### src/pss_pkg.sv
/*
 * pss_pkg: shared constants and carriers for the pair sample mode block.
 * Assumes a 32-bit APB register bus and a single system clock domain.
 */
package pss_pkg;

	// word indices as printed; byte address is four times the index
	localparam logic [7:0]  MODE_INDEX      = 8'h12;
	localparam logic [11:0] ADDR_PROTECT    = 12'h000;
	localparam logic [11:0] ADDR_STATUS     = 12'h004;
	localparam logic [11:0] ADDR_MASK       = 12'h008;
	localparam logic [11:0] ADDR_MODE       = {2'h0, MODE_INDEX, 2'h0};
	localparam logic [11:0] ADDR_RESULT_LO  = 12'h080;
	localparam logic [11:0] ADDR_RESULT_HI  = 12'h0bc;

	// field layout
	localparam int          PROTECT_BIT     = 0;
	localparam int          MODE_PAIRS      = 8;
	localparam int          MODE_WIDTH      = 16;
	localparam int          NUM_SLOTS       = 16;
	localparam int          SLOT_W          = 4;
	localparam int          INPUT_CHANNEL_SELECT_W         = 4;
	localparam int          PAIR_CH_W       = 3;
	localparam int          RESULT_W        = 12;

	// reset values
	localparam logic [15:0] MODE_RESET      = 16'h0000;
	localparam logic [15:0] STATUS_RESET    = 16'h0000;
	localparam logic [15:0] MASK_RESET      = 16'h0000;
	localparam logic        PROTECT_RESET   = 1'b0;

	// slot start request from the sequencer
	typedef struct packed {
		logic                 valid;
		logic [SLOT_W-1:0]    slot;
		logic [INPUT_CHANNEL_SELECT_W-1:0]   input_channel_select;
	} pss_slot_req_t;

	// command to the conversion core
	typedef struct packed {
		logic                 valid;
		logic                 coupled;
		logic [SLOT_W-1:0]    slot;
		logic [INPUT_CHANNEL_SELECT_W-1:0]   chan_a;
		logic [INPUT_CHANNEL_SELECT_W-1:0]   chan_b;
	} pss_core_cmd_t;

	// answer from the conversion core
	typedef struct packed {
		logic                 done;
		logic [RESULT_W-1:0]  data_a;
		logic [RESULT_W-1:0]  data_b;
	} pss_core_rsp_t;

	typedef enum logic [1:0] {
		ST_IDLE,
		ST_BUSY,
		ST_SECOND
	} pss_state_t;

endpackage : pss_pkg

### src/pss_pair_sample.sv
/*
 * pss_pair_sample: pair sample mode control, slot dispatch and result capture.
 * Assumes an APB master, a slot sequencer and a conversion core on pclk.
 */
module pss_pair_sample
	import pss_pkg::*;
#(
	parameter int DATA_W = RESULT_W
) (
	input  wire logic                pclk,
	input  wire logic                presetn,
	input  wire logic                psel,
	input  wire logic                penable,
	input  wire logic                pwrite,
	input  wire logic [11:0]         paddr,
	input  wire logic [31:0]         pwdata,
	output logic      [31:0]         prdata,
	output logic                     pready,
	output logic                     pslverr,
	input  wire pss_slot_req_t       slot_req,
	output logic                     slot_ready,
	output pss_core_cmd_t            core_cmd,
	input  wire pss_core_rsp_t       core_rsp,
	output logic [NUM_SLOTS-1:0]     conversion_done_event,
	output logic [MODE_WIDTH-1:0]    pair_sample_mode,
	output logic                     irq
);

	initial begin
		if (DATA_W != RESULT_W)
			$error("pss_pair_sample: result width must match the core");
	end

	////////////////////////////////////////////////////////////////////////
	// address decode

	function automatic logic is_result(input logic [11:0] a);
		is_result = (a >= ADDR_RESULT_LO) && (a <= ADDR_RESULT_HI) && (a[1:0] == 2'h0);
	endfunction : is_result

	function automatic logic is_mapped(input logic [11:0] a);
		is_mapped = (a == ADDR_PROTECT) || (a == ADDR_STATUS) || (a == ADDR_MASK)
			|| (a == ADDR_MODE) || is_result(a);
	endfunction : is_mapped

	logic                    access;
	logic                    wr_access;
	logic                    rd_access;
	logic                    rd_wait;
	logic                    protected_write_enable;
	logic [NUM_SLOTS-1:0]    status;
	logic [NUM_SLOTS-1:0]    mask;
	logic [RESULT_W-1:0]     mem_rd_data;

	assign access    = psel && penable;
	assign wr_access = access && pwrite && pready;
	assign rd_access = access && !pwrite && pready;

	// result reads wait one cycle for the registered memory port
	assign pready  = !(access && !pwrite && is_result(paddr)) || rd_wait;
	assign pslverr = access && pready && !is_mapped(paddr);

	always_ff @(posedge pclk or negedge presetn) begin
		if (!presetn)
			rd_wait <= 1'b0;
		else
			rd_wait <= access && !pwrite && is_result(paddr) && !rd_wait;
	end

	////////////////////////////////////////////////////////////////////////
	// control registers

	// protection gate; software opens it before touching the mode
	always_ff @(posedge pclk or negedge presetn) begin
		if (!presetn)
			protected_write_enable <= PROTECT_RESET;
		else if (wr_access && paddr == ADDR_PROTECT)
			protected_write_enable <= pwdata[PROTECT_BIT];
	end

	// pair enables; upper byte is never stored
	always_ff @(posedge pclk or negedge presetn) begin
		if (!presetn)
			pair_sample_mode <= MODE_RESET;
		else if (wr_access && paddr == ADDR_MODE && protected_write_enable)
			pair_sample_mode <= {8'h00, pwdata[MODE_PAIRS-1:0]};
	end

	always_ff @(posedge pclk or negedge presetn) begin
		if (!presetn)
			mask <= MASK_RESET;
		else if (wr_access && paddr == ADDR_MASK)
			mask <= pwdata[NUM_SLOTS-1:0];
	end

	////////////////////////////////////////////////////////////////////////
	// slot dispatch

	pss_state_t              state;
	logic                    pair_on;
	logic                    cur_coupled;
	logic [SLOT_W-1:0]       cur_slot;
	logic [RESULT_W-1:0]     odd_data;
	logic                    mem_wr_en;
	logic [SLOT_W-1:0]       mem_wr_addr;
	logic [RESULT_W-1:0]     mem_wr_data;
	logic                    take;

	// enable bit k serves slots 2k and 2k+1
	assign pair_on    = pair_sample_mode[slot_req.slot[SLOT_W-1:1]];
	assign slot_ready = (state == ST_IDLE);
	assign take       = slot_req.valid && slot_ready;

	// mode is latched at dispatch so a late change cannot split a pair
	always_ff @(posedge pclk or negedge presetn) begin
		if (!presetn) begin
			core_cmd    <= '0;
			cur_coupled <= 1'b0;
			cur_slot    <= '0;
		end else begin
			core_cmd.valid <= take;
			if (take) begin
				cur_coupled      <= pair_on;
				core_cmd.coupled <= pair_on;
				if (pair_on) begin
					// pair slot index is the even slot; low bits pick channel pair
					cur_slot        <= {slot_req.slot[SLOT_W-1:1], 1'b0};
					core_cmd.slot   <= {slot_req.slot[SLOT_W-1:1], 1'b0};
					core_cmd.chan_a <= {1'b0, slot_req.input_channel_select[PAIR_CH_W-1:0]};
					core_cmd.chan_b <= {1'b1, slot_req.input_channel_select[PAIR_CH_W-1:0]};
				end else begin
					cur_slot        <= slot_req.slot;
					core_cmd.slot   <= slot_req.slot;
					core_cmd.chan_a <= slot_req.input_channel_select;
					core_cmd.chan_b <= slot_req.input_channel_select;
				end
			end
		end
	end

	always_ff @(posedge pclk or negedge presetn) begin
		if (!presetn)
			state <= ST_IDLE;
		else begin
			case (state)
				ST_IDLE: begin
					if (take)
						state <= ST_BUSY;
				end
				ST_BUSY: begin
					if (core_rsp.done)
						state <= cur_coupled ? ST_SECOND : ST_IDLE;
				end
				ST_SECOND: begin
					state <= ST_IDLE;
				end
				default: begin
					state <= ST_IDLE;
				end
			endcase
		end
	end

	// odd slot result waits one cycle for the single write port
	always_ff @(posedge pclk or negedge presetn) begin
		if (!presetn)
			odd_data <= '0;
		else if (state == ST_BUSY && core_rsp.done)
			odd_data <= core_rsp.data_b;
	end

	always_comb begin
		mem_wr_en   = 1'b0;
		mem_wr_addr = cur_slot;
		mem_wr_data = core_rsp.data_a;
		if (state == ST_BUSY && core_rsp.done) begin
			mem_wr_en = 1'b1;
		end else if (state == ST_SECOND) begin
			mem_wr_en   = 1'b1;
			mem_wr_addr = {cur_slot[SLOT_W-1:1], 1'b1};
			mem_wr_data = odd_data;
		end
	end

	////////////////////////////////////////////////////////////////////////
	// done events and interrupt

	logic [NUM_SLOTS-1:0]    next_events;

	// pair events fire together once both results are stored
	always_comb begin
		next_events = '0;
		if (state == ST_BUSY && core_rsp.done && !cur_coupled)
			next_events[cur_slot] = 1'b1;
		if (state == ST_SECOND) begin
			next_events[{cur_slot[SLOT_W-1:1], 1'b0}] = 1'b1;
			next_events[{cur_slot[SLOT_W-1:1], 1'b1}] = 1'b1;
		end
	end

	always_ff @(posedge pclk or negedge presetn) begin
		if (!presetn)
			conversion_done_event <= '0;
		else
			conversion_done_event <= next_events;
	end

	// read clears, but a fresh event in the same cycle wins
	always_ff @(posedge pclk or negedge presetn) begin
		if (!presetn)
			status <= STATUS_RESET;
		else if (rd_access && paddr == ADDR_STATUS)
			status <= next_events;
		else
			status <= status | next_events;
	end

	assign irq = |(status & mask);

	////////////////////////////////////////////////////////////////////////
	// result store and read mux

	pss_result_mem #(
		.WIDTH (RESULT_W),
		.DEPTH (NUM_SLOTS)
	) u_result_mem (
		.pclk    (pclk),
		.presetn (presetn),
		.wr_en   (mem_wr_en),
		.wr_addr (mem_wr_addr),
		.wr_data (mem_wr_data),
		.rd_addr (paddr[SLOT_W+1:2]),
		.rd_data (mem_rd_data)
	);

	always_comb begin
		prdata = 32'h0000_0000;
		if (access && !pwrite) begin
			if (paddr == ADDR_PROTECT)
				prdata = {31'h0, protected_write_enable};
			else if (paddr == ADDR_STATUS)
				prdata = {16'h0000, status};
			else if (paddr == ADDR_MASK)
				prdata = {16'h0000, mask};
			else if (paddr == ADDR_MODE)
				prdata = {16'h0000, pair_sample_mode};
			else if (is_result(paddr))
				prdata = {{(32-RESULT_W){1'b0}}, mem_rd_data};
		end
	end

endmodule : pss_pair_sample

### src/pss_result_mem.sv
/*
 * pss_result_mem: slot result store, one write port and one read port.
 * Assumes a single clock; read data appear one clock after the address.
 */
module pss_result_mem
	import pss_pkg::*;
#(
	parameter int WIDTH = RESULT_W,
	parameter int DEPTH = NUM_SLOTS
) (
	input  wire logic                     pclk,
	input  wire logic                     presetn,
	input  wire logic                     wr_en,
	input  wire logic [$clog2(DEPTH)-1:0] wr_addr,
	input  wire logic [WIDTH-1:0]         wr_data,
	input  wire logic [$clog2(DEPTH)-1:0] rd_addr,
	output logic      [WIDTH-1:0]         rd_data
);

	initial begin
		if (WIDTH < 1 || WIDTH > 32 || DEPTH < 2)
			$error("pss_result_mem: unsupported width or depth");
	end

	logic [WIDTH-1:0] store [DEPTH];

	// storage has no reset; results are undefined until first written
	always_ff @(posedge pclk) begin
		if (wr_en)
			store[wr_addr] <= wr_data;
	end

	// registered read port
	always_ff @(posedge pclk or negedge presetn) begin
		if (!presetn)
			rd_data <= '0;
		else
			rd_data <= store[rd_addr];
	end

endmodule : pss_result_mem

### config.mk
export PLATFORM = sky130hd
export DESIGN_NAME = pss_pair_sample
export DESIGN_NICKNAME = d
export VERILOG_FILES = /design/src/pss_pkg.sv /design/src/pss_pair_sample.sv /design/src/pss_result_mem.sv
export SDC_FILE = /design/constraint.sdc
export NUM_CORES = 1
export LEC_CHECK = 0
export BUFFER_PORTS_ARGS = -buffer_cell sky130_fd_sc_hd__buf_4
export CAP_MARGIN = 0
export CORE_MARGIN = 2
export CORE_UTILIZATION = 40
export DETAILED_ROUTE_END_ITERATION = 6
export GPL_TIMING_DRIVEN = 0
export PLACE_DENSITY_LB_ADDON = 0.1
export SYNTH_ARGS = -nofsm -noshare
export SYNTH_HDL_FRONTEND = slang
export SYNTH_SLANG_ARGS = --single-unit
### constraint.sdc
create_clock -name pclk -period 2.5 [get_ports pclk]
set_clock_uncertainty 0.2 [all_clocks]
set_input_delay 0.125 -clock pclk [delete_from_list [all_inputs] [get_ports pclk]]
set_output_delay 0.125 -clock pclk [all_outputs]
set_load 0.05 [all_outputs]
==> impl_metrics.py <==
metrics = {
    "sta": {
        "setup_viol": 0,
        "fmax_mhz": 411,
        "slew_violations": 0,
        "holdWs_ns": -0.00128,
        "worstMarginPinSlew_ns": 0.971,
        "max_slew_margin_pct": 35.3,
        "final-hold-violation-count": 3,
        "fin_crit_ns": 2.43,
        "setup_slack_ns": 0.0675,
        "period_share_pct": 97.3,
    },
    "floorplan": {
        "io_pins": 165,
        "start_util_pct": 40.6,
        "rows": 62,
        "fp.dieArea_um2": 30600,
        "die_h_um": 175,
        "die_w_um": 175,
        "core_region_area_um2": 28800,
    },
    "placement": {
        "finalWeightedCongestion": 0.850,
        "portBuffers": 122,
        "hpwl_um": 20200,
        "place_area_um2": 13200,
        "preCtsSetupSlack_ns": -0.804,
    },
    "grt": {
        "top_usage_layer": "met2",
        "met2_usage_pct": 35.1,
        "grt_max_degree": 96,
        "grt_antenna_before_repair": 0,
        "grt_pass1_wl_um": 45900,
        "grt_util_all_layers_pct": 19.8,
        "use_met3_pct": 3.39,
        "globalRouteOverflowTotal": 0,
        "grt.met1_usage_pct": 25.0,
        "grt_pass1_vias": 7646,
    },
    "clock_tree": {
        "cts.clk_slew.worst_paths_ns": 0.06,
        "cts-root-buf": "clkbuf_16",
        "cts_max_level": 1,
        "cts.sinks": 287,
        "cts_tree": "done",
        "cts_buffer_depth": 3,
        "cts_inserted_buffers": 30,
        "clock_latency_ns": 0.55,
    },
    "route": {
        "vias_per_cell": 5.24,
        "vias": 7288,
        "initialDrtViolationCount": 586,
        "postRouteAntennaNets": 0,
        "firstDrtPassIters": 6,
        "wl_per_cell_um": 21.7,
        "drc": 0,
        "drt-total-wl_um": 30100,
    },
    "power": {
        "p_sw_share_pct": 26.7,
        "combPwrFrac_pct": 15.1,
        "p_int_mw": 8.71,
        "p_sw_mw": 3.18,
        "p_per_area_nw_per_um2": 774,
        "clkPwrFrac_pct": 36.4,
        "power_frac_seq_pct": 48.5,
        "power_leakage_nw": 5.95,
        "peakVddDrop_mv": 0.554,
    },
    "final_layout": {
        "drive_gt1_share_pct": 35.5,
        "fin_area_um2": 15400,
        "diodes": 0,
        "area_growth_pct": 31.3,
        "fin_nets": 1069,
    },
    "flow_run": {
        "max-cap-violations": 0,
    },
    "synthesis": {
        "yosysSeqAreaShare_pct": 69.6,
        "yosysWarningCount": 0,
        "synth_top_flop_cell": "edfxtp_1",
        "synth_edf_count": 192,
        "synth_area_per_cell_um2": 16.2,
        "ys_ff_latch": 287,
        "ys_async_sr_fraction_pct": 33.1,
        "synth_area_um2": 11700,
        "ys_types": 48,
        "syn_inst": 721,
    },
    "worst_setup_path": {
        "crit_type": "input pin to output port",
        "arrival_ns": 2.11,
        "required_ns": 2.17,
        "rrSetupSlack_ns": 0.11,
        "worst_setup_path_end_kind": "output port",
        "critPathMaxFanout": 10,
        "start_kind": "input pin",
    },
    "run_status": {
        "violations": "hold timing",
        "status": "finished with violations",
    },
    "worst_hold_path": {
        "hold_class": "input pin to flop",
    },
}
==> placed cells by master, fill, tap and decap left out, types with 4 or more instances in the layout <==
| master | count |
|---|---|
| edfxtp_1 | 192 |
| buf_4 | 153 |
| dfrtp_1 | 94 |
| nand2_1 | 81 |
| dlygate4sd3_1 | 76 |
| mux4_2 | 48 |
| mux2_2 | 43 |
| clkbuf_16 | 30 |
| a22oi_1 | 28 |
| clkbuf_1 | 26 |
| nor2_1 | 24 |
| conb_1 | 24 |
| nor2_4 | 13 |
| nor3_1 | 12 |
| buf_6 | 8 |
| o2bb2ai_1 | 8 |
| a21o_1 | 8 |
| a221oi_1 | 8 |
| buf_12 | 7 |
| nand2b_1 | 6 |
| buf_2 | 6 |
| nor2_2 | 6 |
| a222oi_1 | 6 |
| nor2b_1 | 5 |
| a22o_1 | 5 |
| mux2i_1 | 5 |
| clkinv_2 | 5 |
| clkbuf_8 | 5 |
| a21oi_1 | 4 |
| inv_1 | 4 |
| a211oi_2 | 4 |
| buf_1 | 4 |
| nor3_4 | 4 |
| clkinv_1 | 4 |
==> critical path: stages <==
cell	delay, ns
buf_4	0.13
or4_1	0.50
buf_2	0.20
nor3b_4	0.34
clkbuf_4	0.29
a222oi_1	0.09
nor2_1	0.20
buf_4	0.23
==> routing by layer <==
metal  wire, um  vias to the layer above
met5          0                        -
met4        916                        0
met3       1630                       59
met2      15200                      281
met1      12400                     3699
li1           -                     3249
==> flip-flops by register name, summed over array words and instances (netlist names), 2 cells and up <==
name and flops:
conversion_done_event 16, core_cmd 10, pair_sample_mode 8, state 2
u_result_mem.store 192, mask 16, odd_data 12, status 16
u_result_mem.rd_data 12
==> power groups by stage <==
stage	Combinational [mW]	Sequential, mW	Clock, mW
after global routing	1.93	5.80	4.60
after global placement	1.52	5.83	0
after CTS	1.77	5.75	4.39
after floorplan	0.863	5.90	0
final	1.80	5.77	4.33
after detailed placement	1.56	5.85	0
==> cells by family (layout without fill, tap and decap cells) <==
| kind of cell | Yosys count | after routing | share of synthesized area [%] |
|---|---|---|---|
| AO/OA/AOI/OAI | 82 | 82 | 5.48 |
| buffers and inverters | 75 | 339 | 3.64 |
| flip-flops | 287 | 287 | 69.6 |
| multiplexers | 96 | 96 | 13.8 |
| other | 1 | 24 | 0.0321 |
| AND/OR/NAND/NOR | 180 | 180 | 7.38 |
==> through the flow <==
step	cells	TNS [ns]	total power [mW]	hold slack, ns	utilization, %
after floorplan	744	-5.27	6.76	-0.371	-
after global placement	1250	-79.01	7.35	0.116	45.9
after detailed placement	1253	-74.24	7.41	0.119	46.0
after CTS	1384	-7.68	11.9	0.000344	52.6
after global routing	1392	-0.000244	12.3	0.0266	53.4
final	1392	0	11.9	-0.00128	53.4
==> final timing paths <==
check,from,endpoint,cells after the start
worst max-delay path,paddr[5],prdata[2],8
min in group asynchronous,presetn,core_cmd[13]$_DFF_PN0_,3
worst min-delay path,core_rsp[14],u_result_mem.store[12][2]$_DFFE_PP_,2
worst max register to register,state[0]$_DFFE_PN0P_,core_cmd[10]$_DFFE_PN0P_,7
max in group asynchronous,presetn,pair_sample_mode[4]$_DFFE_PN0P_,4
worst min register to register,odd_data[3]$_DFFE_PN0P_,odd_data[3]$_DFFE_PN0P_,2
==> cell type report <==
cell class | count | area (um^2)
fill | 2364 | 13400
timing repair inverter | 1 | 5.00
buffer | 68 | 422
inverter | 5 | 22.5
clock inverter | 13 | 124
clock buffer | 41 | 842
sequential | 287 | 8140
timing repair buffer | 211 | 1900
tap | 384 | 480
multi-input combinational | 382 | 3420
==> what timing repair did <==
item,4_1_cts,5_1_grt
setup endpoints to repair,196,309
gates cloned,0,1
hold buffers,75,1
buffers inserted,3,6
resized for setup,32,23
pin swaps,3,6
hold endpoints to repair,316,23
==> synth_stat cells (all sizes together), types with 2 or more instances <==
cell	n	share of area, %
edfxtp	192	49
dfrtp	95	20
nand2	82	2.6
mux4	48	9.2
buf	45	2.7
mux2	43	4.1
nor2	43	1.4
a22oi	28	1.8
clkbuf	25	0.80
nor3	16	0.68
a221oi	9	0.67
a21o	8	0.51
nand2b	8	0.49
o2bb2ai	8	0.60
a222oi	6	0.51
a21oi	5	0.21
a22o	5	0.37
mux2i	5	0.43
nor2b	5	0.27
a211oi	4	0.26
inv	4	0.13
and2	3	0.16
nand3	3	0.13
nand3b	3	0.19
o21ai	3	0.13
or2	3	0.16
or4	3	0.26
a31oi	2	0.11
and3b	2	0.15
and4	2	0.15
nand4	2	0.11
nor4	2	0.29
or3	2	0.11
Note: power is estimated with default switching activity, not from simulation.
